## src/core/spc_pkg.sv

```systemverilog
// Behaviour
// The node address is switches one to six, switch one the least significant bit, on reads as one.
// The rate code is switches seven and eight, switch seven the least significant bit, on reads as one.
// The switch address and rate apply to the RS-485 port only, never to the RS-232 settings; the code applies them to node_addr and rate whatever is_rs485 is.
// A zero address field selects the node address held in non-volatile memory.
// A zero rate code selects the bit rate held in non-volatile memory.
// Rate code one gives 9.6 kbps, two gives 38.4 kbps, three gives 115.2 kbps.
// Encoder A, B and index are driven out as buffered complementary pairs.
// The port runs as RS-485 when the select input is tied to isolated ground, else as RS-232.
// The eight switches are latched once after reset release and held until the next reset.
package spc_pkg;
    localparam int SW_W = 8;
    localparam int ADDR_W = 6;
    localparam int RATE_W = 2;
    localparam int ADDR_LSB = 0;
    localparam int RATE_LSB = 6;
    localparam logic [ADDR_W-1:0] ADDR_RST = 6'h00;
    localparam logic [RATE_W-1:0] CODE_NVM = 2'h0;
    localparam logic [RATE_W-1:0] CODE_9K6 = 2'h1;
    localparam logic [RATE_W-1:0] CODE_38K4 = 2'h2;
    localparam logic [RATE_W-1:0] CODE_115K2 = 2'h3;

    typedef enum logic [1:0] {
        SPC_RATE_9K6 = 2'h0,
        SPC_RATE_38K4 = 2'h1,
        SPC_RATE_115K2 = 2'h2
    } spc_rate_t;

    typedef struct packed {
        logic a;
        logic b;
        logic idx;
    } spc_enc_t;

    typedef struct packed {
        logic is_rs485;
        logic [ADDR_W-1:0] node_addr;
        spc_rate_t rate;
        logic addr_from_nvm;
        logic rate_from_nvm;
    } spc_cfg_t;

    // Nonzero rate code to bit rate
    function automatic spc_rate_t spc_decode_rate(input logic [RATE_W-1:0] code);
        spc_rate_t r;
        r = SPC_RATE_9K6;
        unique case (code)
            CODE_38K4: r = SPC_RATE_38K4;
            CODE_115K2: r = SPC_RATE_115K2;
            default: r = SPC_RATE_9K6;
        endcase
        return r;
    endfunction : spc_decode_rate
endpackage : spc_pkg

```

## src/core/spc_sync.sv

```systemverilog
`timescale 1ns/1ps
module spc_sync #(
    parameter int W = 1
) (
    // Clock and reset
    input wire logic i_core_clk,
    input wire logic i_rst_b,
    // Data
    input wire logic [W-1:0] i_async,
    output logic [W-1:0] o_sync
);
    logic [W-1:0] meta_q;
    logic [W-1:0] sync_q;

    always_ff @(posedge i_core_clk or negedge i_rst_b) begin
        if (!i_rst_b) begin
            meta_q <= '0;
            sync_q <= '0;
        end else begin
            meta_q <= i_async;
            sync_q <= meta_q;
        end
    end

    assign o_sync = sync_q;
endmodule : spc_sync

```

## src/core/spc_top.sv

```systemverilog
`timescale 1ns/1ps
module spc_top (
    // Clock and reset
    input wire logic i_core_clk,
    input wire logic i_rst_b,
    // Switches and interface select pin
    input wire logic [spc_pkg::SW_W-1:0] i_switch,
    input wire logic i_sel_pin,
    // Non-volatile memory values
    input wire logic [spc_pkg::ADDR_W-1:0] i_nvm_addr,
    input wire spc_pkg::spc_rate_t i_nvm_rate,
    // Encoder channels from feedback input
    input wire spc_pkg::spc_enc_t i_enc,
    // Configuration
    output spc_pkg::spc_cfg_t o_cfg,
    output logic o_cfg_valid,
    // Buffered encoder outputs
    output logic o_buffered_chan_a_pos,
    output logic o_buffered_chan_a_neg,
    output logic o_buffered_chan_b_pos,
    output logic o_buffered_chan_b_neg,
    output logic o_buffered_index_pos,
    output logic o_buffered_index_neg
);
    import spc_pkg::*;

    // ****************************************
    // Input synchronisers
    // ****************************************
    logic [SW_W-1:0] sw_s;
    logic sel_s;
    logic [2:0] enc_s;

    // Switches, select and encoder share one two-stage synchroniser
    spc_sync #(.W(SW_W + 4)) u_sync (
        .i_core_clk(i_core_clk),
        .i_rst_b(i_rst_b),
        .i_async({i_switch, i_sel_pin, i_enc}),
        .o_sync({sw_s, sel_s, enc_s})
    );

    // ****************************************
    // Latch sequence
    // ****************************************
    typedef enum logic [1:0] {
        SPC_WAIT = 2'b00,
        SPC_WAIT2 = 2'b01,
        SPC_SAMPLE = 2'b11,
        SPC_HOLD = 2'b10
    } spc_state_t;

    spc_state_t state_q, state_d;
    logic [SW_W-1:0] sw_q, sw_d;

    // Reset clears both synchroniser stages, two waits refill them
    always_comb begin
        state_d = state_q;
        sw_d = sw_q;
        unique case (state_q)
            SPC_WAIT: state_d = SPC_WAIT2;
            SPC_WAIT2: state_d = SPC_SAMPLE;
            SPC_SAMPLE: begin
                sw_d = sw_s;
                state_d = SPC_HOLD;
            end
            SPC_HOLD: state_d = SPC_HOLD;
        endcase
    end

    always_ff @(posedge i_core_clk or negedge i_rst_b) begin
        if (!i_rst_b) begin
            state_q <= SPC_WAIT;
            sw_q <= '0;
        end else begin
            state_q <= state_d;
            sw_q <= sw_d;
        end
    end

    // ****************************************
    // Configuration decode
    // ****************************************
    logic [ADDR_W-1:0] sw_addr;
    logic [RATE_W-1:0] sw_rate;
    spc_cfg_t cfg_q, cfg_d;
    logic valid_q, valid_d;

    assign sw_addr = sw_q[ADDR_LSB +: ADDR_W];
    assign sw_rate = sw_q[RATE_LSB +: RATE_W];

    always_comb begin
        cfg_d = cfg_q;
        valid_d = (state_q == SPC_HOLD);
        cfg_d.is_rs485 = !sel_s;
        if (state_q == SPC_HOLD) begin
            // Switch values steer node_addr and rate in both RS-485 and RS-232 modes
            cfg_d.addr_from_nvm = (sw_addr == ADDR_RST);
            cfg_d.node_addr = (sw_addr == ADDR_RST) ? i_nvm_addr : sw_addr;
            cfg_d.rate_from_nvm = (sw_rate == CODE_NVM);
            cfg_d.rate = (sw_rate == CODE_NVM) ? i_nvm_rate : spc_decode_rate(sw_rate);
        end
    end

    always_ff @(posedge i_core_clk or negedge i_rst_b) begin
        if (!i_rst_b) begin
            cfg_q <= '0;
            valid_q <= 1'b0;
        end else begin
            cfg_q <= cfg_d;
            valid_q <= valid_d;
        end
    end

    assign o_cfg = cfg_q;
    assign o_cfg_valid = valid_q;

    // ****************************************
    // Encoder buffers
    // ****************************************
    logic [2:0] enc_q;

    always_ff @(posedge i_core_clk or negedge i_rst_b) begin
        if (!i_rst_b) begin
            enc_q <= '0;
        end else begin
            enc_q <= enc_s;
        end
    end

    // Negative leg is the inverse of the registered level
    assign o_buffered_chan_a_pos = enc_q[2];
    assign o_buffered_chan_a_neg = !enc_q[2];
    assign o_buffered_chan_b_pos = enc_q[1];
    assign o_buffered_chan_b_neg = !enc_q[1];
    assign o_buffered_index_pos = enc_q[0];
    assign o_buffered_index_neg = !enc_q[0];
endmodule : spc_top

```

## config.mk

```make
export PLATFORM = sky130hd
export DESIGN_NAME = spc_top
export DESIGN_NICKNAME = d
export VERILOG_FILES = /design/src/core/spc_pkg.sv /design/src/core/spc_sync.sv /design/src/core/spc_top.sv
export SDC_FILE = /design/constraint.sdc
export NUM_CORES = 1
export LEC_CHECK = 0
export BUFFER_PORTS_ARGS = -buffer_cell sky130_fd_sc_hd__buf_2
export CORE_UTILIZATION = 35
export CTS_BUF_LIST = sky130_fd_sc_hd__clkbuf_16
export DETAILED_ROUTE_END_ITERATION = 12
export PLACE_DENSITY = 0.54
export SLEW_MARGIN = 10
export SYNTH_ARGS = -nofsm -noshare
export SYNTH_HDL_FRONTEND = slang
export SYNTH_SLANG_ARGS = --single-unit
```

## constraint.sdc

```tcl
create_clock -name i_core_clk -period 2.1 [get_ports i_core_clk]
set_clock_uncertainty 0.1 [all_clocks]
set_input_delay 0.105 -clock i_core_clk [delete_from_list [all_inputs] [get_ports i_core_clk]]
set_output_delay 0.105 -clock i_core_clk [all_outputs]
set_load 0.02 [all_outputs]
```

## After elaboration in Yosys (flattened, before gate mapping)

Index checks and enable logic that the tools add are counted.

| cells by class | value |
|---|---|
| add/subtract/negate cells | 0 |
| multiply operators | 0 |
| div/mod/pow operators | 0 |
| $lt $le $gt $ge | 0 |
| eq/ne operators | 5 |
| shift-type cells | 0 |
| multiplexer cells | 4 |
| bitwise operators | 0 |
| reductions and logical operators | 8 |

Operators by type and width:

| cell | number |
|---|---|
| $eq A2 B2 Y1 const B | 4 |
| $logic_not A6 Y1 | 1 |
| $mux W6 | 1 |
| $pmux W2 S3 | 1 |
| $logic_not A1 Y1 | 4 |
| $logic_not A2 Y1 | 2 |
| $pmux W2 S2 | 1 |
| $eq A2 B1 Y1 const B | 1 |
| $mux W2 | 1 |
| $reduce_or A2 Y1 | 1 |

| storage, ports and cells | value |
|---|---|
| bits in registers | 49 |
| latch bits | 0 |
| bits in writable memories | 0 |
| bits in read-only memories | 0 |
| output and inout port bits | 18 |
| logic and storage cells | 28 |
| memories | 0 |

## Depth between registers and ports, before layout

Gate-level depths: netlist of run 1.

| depth | value |
|---|---|
| depth in word-level cells | 3 |
| mapped depth | 6 |
| mapped depth without buffers | 4 |

## By module

From an unflattened synthesis of run 1, not the netlist that was laid out.

| unflattened totals | value |
|---|---|
| cells, all modules | 101 |
| area, all modules | 1549.0 µm² |

Modules (own cells, without submodules):

| module | times used | cells each | area each (µm²) | seq. area each (µm²) |
|---|---|---|---|---|
| spc_top | 1 | 77 | 948.4 | 625.6 |
| spc_sync | 1 | 24 | 600.6 | 600.6 |

## Worst setup path after synthesis of run 1

Ideal clock, no wire load.

| path | value |
|---|---|
| kind | flip-flop to flip-flop |
| start point | register sw_q[1] |
| end point | register cfg_q, in the netlist o_cfg[4] |
| data arrival time | 1041 ps |
| data required time | 1918 ps |
| setup slack | 877 ps |
| cell stages (with the launch flop) | 4 |
| clock period less this slack | 1223 ps |
| cells stage by stage | dfrtp_1 > nor4_4 > nand3b_1 > a31oi_1 |

| between the ends | value |
|---|---|
| word-level cells in the longest chain between the ends | 2 |

Ends and longest elaborated chain:

| item | line | text |
|---|---|---|
| start, declared | spc_top.sv:53 | `logic [SW_W-1:0] sw_q, sw_d;` |
| start signal, assigned | spc_top.sv:76 | `sw_q <= sw_d;` |
| $logic_not A6 Y1 | spc_top.sv:98 | `cfg_d.node_addr = (sw_addr == ADDR_RST) ? i_nvm_addr : sw_addr;` |
| $mux W6 | spc_top.sv:98 |  |
| end signal, assigned | spc_top.sv:109 | `cfg_q <= cfg_d;` |
| end, declared | spc_top.sv:85 | `spc_cfg_t cfg_q, cfg_d;` |

No other way between the ends.
A chain may end at the register's enable or synchronous reset.

## Worst setup path in the final report of run 1

| path | value |
|---|---|
| start point | register sw_q[1] |
| end point | register cfg_q, in the netlist o_cfg[7] |

The elaborated chain is that of the path after synthesis.

==> results of run 1 <==
==> cell families after synthesis <==
family	after synthesis	synth area share [%]
AND/OR/NAND/NOR	20	6.87
multiplexers	8	5.82
AO/OA/AOI/OAI	15	5.65
buffers and inverters	9	2.50
flip-flops	49	79.2
==> per-stage QoR <==
step                      instance area (µm²)  worst slack (ps)  power, mW
final                                    2140               759       2.12
after global routing                     2140               630       2.21
after CTS                                2140               749       2.16
after detailed placement                 1810               779       1.13
after global placement                   1810               824       1.13
after floorplan                          1550               877       1.07
==> sequential cells by signal, summed over array words and instances, names as in the netlist <==
name and count:
u_sync.meta_q 12, u_sync.o_sync 12, state_q 2, enc_q 3, sw_q 8, o_cfg_valid 1
o_cfg 11
==> per-layer routing <==
| layer | part of all wire, % | GRT usage [%] |
|---|---|---|
| met5 | 0 | 0 |
| met4 | 0.70 | 5.47 |
| met3 | 6.8 | 5.59 |
| met2 | 49 | 18.3 |
| met1 | 43 | 14.5 |
==> critical path, cell delays in order, from the launching register on <==
cell     delay, ps
dfrtp_1        420
nor4_4         430
a31oi_1        160
a21oi_1        160
==> Yosys cell counts <==
library cell | number | share of area, %
a21oi_1 | 6 | 1.9
a31oi_1 | 6 | 2.4
buf_2 | 1 | 0.32
buf_4 | 1 | 0.48
dfrtp_1 | 49 | 79
inv_1 | 6 | 1.5
inv_2 | 1 | 0.24
mux2_2 | 8 | 5.8
nand2_1 | 6 | 1.5
nand2b_1 | 1 | 0.40
nand3_1 | 1 | 0.32
nand3b_1 | 1 | 0.48
nor2_1 | 8 | 1.9
nor3b_1 | 1 | 0.48
nor4_4 | 1 | 1.4
o21ai_0 | 1 | 0.32
o31ai_1 | 2 | 0.97
or2_2 | 1 | 0.40
==> power groups by stage <==
| stage | Combinational [mW] | Sequential [mW] | Clock (mW) |
|---|---|---|---|
| finish | 0.121 | 1.01 | 0.992 |
| global route | 0.135 | 1.02 | 1.06 |
| CTS | 0.125 | 1.01 | 1.03 |
| detailed placement | 0.104 | 1.03 | 0 |
| global placement | 0.101 | 1.03 | 0 |
| floorplan | 0.0253 | 1.04 | 0 |
==> timing repair <==
action | in CTS | in global routing
endpoints found under the hold margin | 50 | 0
setup buffers | 0 | 0
hold buffers | 14 | 0
==> final cells by class <==
class	instances	area [µm²]	area share, %
Tap cell	50	62.6	2.92
Multi-Input combinational cell	43	284	13.3
Clock buffer	5	125	5.85
Inverter	7	26.3	1.23
Sequential cell	49	1230	57.3
Clock inverter	3	65.1	3.04
Timing Repair Buffer	55	350	16.4
==> placed cells by master (no fill, tap or decap) <==
cell           count
a21oi_1            6
a31oi_1            6
buf_2             39
buf_4              2
bufinv_16          2
clkbuf_16          5
clkinv_2           1
dfrtp_1           49
dlygate4sd3_1     14
inv_1              6
inv_2              1
mux2_2             8
nand2_1            6
nand2b_1           1
nand3_1            1
nand3b_1           1
nor2_1             8
nor3b_1            1
nor4_4             1
o21ai_0            1
o31ai_1            2
or2_2              1
==> path summary, 6_finish.rpt <==
path,to,cells past startpoint
min,o_cfg[2],3
min reg2reg,u_sync.o_sync[7],0
max reg2reg,o_cfg[7],3
min in group asynchronous,o_cfg[0],2
max in group asynchronous,u_sync.o_sync[3],3
max,o_cfg[7],3
==> impl_metrics.json, run 1 <==
{
  "reg2reg_slack_ps": 760,
  "die_area_mm2": 0.00470,
  "numCtsBuffers": 5,
  "p_comb_share_pct": 5.7,
  "ys_ff_latch": 49,
  "swShare_pct": 18.7,
  "pwr-share-clk_pct": 46.7,
  "synthCells": 101,
  "final_util_pct": 52.0,
  "cp-end-kind": "flop",
  "powerDensity_mw_per_mm2": 993,
  "grt_overflow": 0,
  "layout.cells.non_filler": 212,
  "antenna_cells": 0,
  "fp.dieH_um": 68.5,
  "cp-start-kind": "flop",
  "fin_nets": 183,
  "synth_area_mm2": 0.00155,
  "clk_latency_ps": 280,
  "synth_cell_types": 18,
  "h-tree-depth": 2,
  "max_freq_ghz": 0.746,
  "final.min_clock_period_ps": 1340,
  "drc": 0,
  "ctsResizeCount": 0,
  "layout-drive-gt1-share_pct": 37.0,
  "cts_tree": "yes",
  "share_seq_of_total_power_pct": 47.6,
  "grt.total_usage_pct": 12.0,
  "initial_core_util_pct": 37.6,
  "num_rows": 23,
  "cts.reportedPaths.clkPinSlew_ps": 60,
  "holdWs_ps": 13.8,
  "vias": 898,
  "syn_area_per_cell_um2": 15.3,
  "wire_per_inst_um": 11.4,
  "hold_viol_final": 0,
  "dp_cells": 190,
  "maxSlewHeadroom_pct": 45.8,
  "area_growth_pct": 38.1,
  "via_per_inst": 4.24,
  "drv_slew": 0,
  "p_int_mw": 1.73,
  "drt_pre_antenna_iters": 4,
  "hp-class": "input port to flop",
  "drv_cap": 0,
  "grt_max_degree": 40,
  "pin_count": 40,
  "crit_arrival_ps": 1450,
  "path_max_fanout": 7,
  "hpwlAfterDp_um": 1540,
  "p_sw_mw": 0.397,
  "crit_start": "sw_q[1]",
  "power.leakage_nw": 1.02,
  "grt_pass1_vias": 864,
  "clockRootBuffer": "clkbuf_16",
  "fin_tns_setup_ps": 0,
  "cp_data_required_time_ps": 2210,
  "antenna_found_initial": 0,
  "ys_warn_count": 0,
  "setup_violations": 0,
  "status": "complete, no violations",
  "cts.sinks": 49,
  "postRouteAntennaNets": 0,
  "worst_pin_slew_ps": 813,
  "gp_congestion": 0.665,
  "hold_start": "i_nvm_rate[0]",
  "route.final.wire_length_um": 2410,
  "grt_first_pass_wirelength_um": 3880,
  "yosysSeqAreaShare_pct": 79.2,
  "reg2reg_from": "sw_q[1]",
  "clockBufferDepth": 2,
  "crit_type": "flop to flop",
  "die_w_um": 68.5,
  "layout_worst_path_cycle_share_pct": 63.9,
  "fp.coreArea_mm2": 0.00412,
  "rsz0062_at_grt": "false",
  "synth_nets": 123,
  "drt_iter0_markers": 60,
  "io_buffers": 39,
  "peakVddDrop_uv": 481,
  "fill_cells": 368
}
Power figures use the tool's default switching activity.
==> inputs of run 2 (changes only) <==
Settings changed: ABC_AREA from default to 1, PLACE_DENSITY 0.54 to 0.53.
Clock period 2.1 ns to 1.3 ns, I/O delays scaled along.
==> impl_metrics.json, run 2 <==
{
  "status": "complete, no violations",
  "vias": 1051,
  "synth_area_leaders": "dfrtp_1, nand2_1, o21ai_2",
  "synthCells": 128,
  "hold_depth": 3,
  "die_area_mm2": 0.00496,
  "die_w_um": 70.4,
  "hp-class": "input port to flop",
  "clockRootBuffer": "clkbuf_16",
  "route.final.wire_length_um": 2600,
  "antenna_found_initial": 0,
  "synth_area_mm2": 0.00164,
  "final.min_clock_period_ps": 1180,
  "h-tree-depth": 2,
  "synth_most_common_cell": "dfrtp_1",
  "maxSlewHeadroom_pct": 82.8,
  "postSynth.asyncResetShare_pct": 100,
  "num_rows": 24,
  "synth_nets": 150,
  "final_common_cell": "dfrtp_1",
  "min_delay_worst_endpoint": "o_cfg[2]",
  "r2r-end": "o_cfg[9]",
  "cts.reportedPaths.clkPinSlew_ps": 60,
  "crit_type": "flop to flop",
  "drt_iter0_markers": 79,
  "pin_count": 40,
  "cts_setup_buffers": 0,
  "io_buffers": 39,
  "fp.dieH_um": 70.4,
  "via_per_inst": 4.27,
  "hold_viol_final": 0,
  "powerDensity_mw_per_mm2": 1440,
  "clk_latency_ps": 280,
  "yosysTopAreaCellShare_pct": 74.9,
  "ys_warn_count": 0,
  "setup_violations": 0,
  "drc": 0,
  "grt_pass1_vias": 1066,
  "cp_data_required_time_ps": 1370,
  "final_cell_mix": "dfrtp_1, buf_2, nand2_1, dlygate4sd3_1, inv_1",
  "yosysTopAreaCell": "dfrtp_1",
  "cts_tree": "yes",
  "antenna_cells": 0,
  "grt.total_usage_pct": 12.2,
  "fill_cells": 399,
  "setup_ws_ps": 117,
  "grt_overflow": 0,
  "ys_ff_latch": 49,
  "pre_cts_slack_ps": 80.5,
  "grt_first_pass_wirelength_um": 4650,
  "yosysSeqAreaShare_pct": 74.9,
  "max_freq_ghz": 0.845,
  "cts.sinks": 49,
  "gp_congestion": 0.757,
  "worst_pin_slew_ps": 258,
  "fin_nets": 215,
  "synthTopCellsByCount": "dfrtp_1, nand2_1, inv_1",
  "layout-drive-gt1-share_pct": 31.4,
  "reg2reg_slack_ps": 120,
  "numCtsBuffers": 5,
  "final_area_mm2": 0.00225,
  "synth_edf_count": 0,
  "drv_cap": 0,
  "rsz0062_at_grt": "false",
  "layout_worst_path_cycle_share_pct": 91.0,
  "reg2reg_from": "state_q[0]",
  "cp-end-kind": "flop",
  "syn_area_per_cell_um2": 12.8,
  "hpwlAfterDp_um": 1690,
  "cp-start-kind": "flop",
  "initial_core_util_pct": 37.1,
  "wire_per_inst_um": 10.6,
  "hold_start": "i_nvm_rate[0]",
  "area_growth_pct": 37.5,
  "synth_flop_cell": "dfrtp_1",
  "fin_tns_setup_ps": 0,
  "path_max_fanout": 16,
  "fp.coreArea_mm2": 0.00441,
  "peakVddDrop_uv": 779,
  "r2r_cells": 6,
  "place_area_mm2": 0.00189,
  "grt_max_degree": 50,
  "drv_slew": 0,
  "crit_arrival_ps": 1250,
  "postRouteAntennaNets": 0,
  "drt_pre_antenna_iters": 4,
  "power.leakage_nw": 1.13,
  "synth_cell_types": 16,
  "clockBufferDepth": 2
}
-- run 2: logic make-up (layout without fill, tap and decap cells) --
family,count (synthesis),in the layout,synth area share (%)
flip-flops,49,49,74.9
buffers and inverters,16,82,5.42
AO/OA/AOI/OAI,15,15,5.96
AND/OR/NAND/NOR,48,48,13.8
-- run 2: where the power goes --
group / internal, mW / total, mW / leakage, nW / switching [mW]
clock: 0.892 / 1.38 / 0.0826 / 0.486
sequential: 1.60 / 1.63 / 0.572 / 0.0275
combinational: 0.107 / 0.231 / 0.478 / 0.123
total: 2.60 / 3.23 / 1.13 / 0.637
-- run 2: how the worst max path moves through the flow --
stage / start / endpoint / slack [ps] / cells after the start
final: state_q[0] / o_cfg[9] / 120 / 6
after global routing: state_q[0] / o_cfg[9] / 50 / 6
after CTS: sw_q[4] / o_cfg[9] / 60 / 5
after detailed placement: sw_q[4] / o_cfg[9] / 80 / 5
after global placement: sw_q[4] / o_cfg[6] / 100 / 5
after floorplan: state_q[1] / o_cfg[4] / 200 / 5
-- run 2: what timing repair did --
action | 4_1_cts | 5_1_grt
hold buffers | 20 | 0
endpoints found under the setup margin | 0 | 5
gates resized for setup | 0 | 1
hold endpoints to repair | 68 | 0
-- run 2: layer usage --
| metal | global-route usage (%) | part of all wire, % |
|---|---|---|
| met1 | 14.1 | 43 |
| met3 | 4.47 | 5.3 |
| met2 | 19.9 | 51 |
| met4 | 6.00 | 0.96 |
| met5 | 0 | 0 |
-- run 2: metrics by stage --
stage | util (%) | instances | hold slack, ps | power (mW)
2_1_floorplan | - | 128 | -331 | 1.73
3_3_place_gp | 42.7 | 218 | -39.7 | 1.83
3_5_place_dp | 42.7 | 218 | -31.0 | 1.84
4_1_cts | 51.0 | 246 | 21.1 | 3.28
5_1_grt | 51.0 | 246 | 61.1 | 3.37
6_report | 51.0 | 246 | 12.7 | 3.23
-- run 2: layout make-up --
type	instances	area, µm²	area share (%)
Tap cell	52	65.1	2.89
Inverter	14	57.6	2.56
Multi-Input combinational cell	63	325	14.4
Clock buffer	5	125	5.56
Clock inverter	3	37.5	1.67
Timing Repair Buffer	60	415	18.4
Sequential cell	49	1230	54.4
-- run 2: critical path, stage by stage, from the launching register on --
cell	delay (ps)
dfrtp_1	410
inv_2	90
nand2_4	90
inv_6	150
nand2_1	100
o21ai_2	70
nand2_1	60
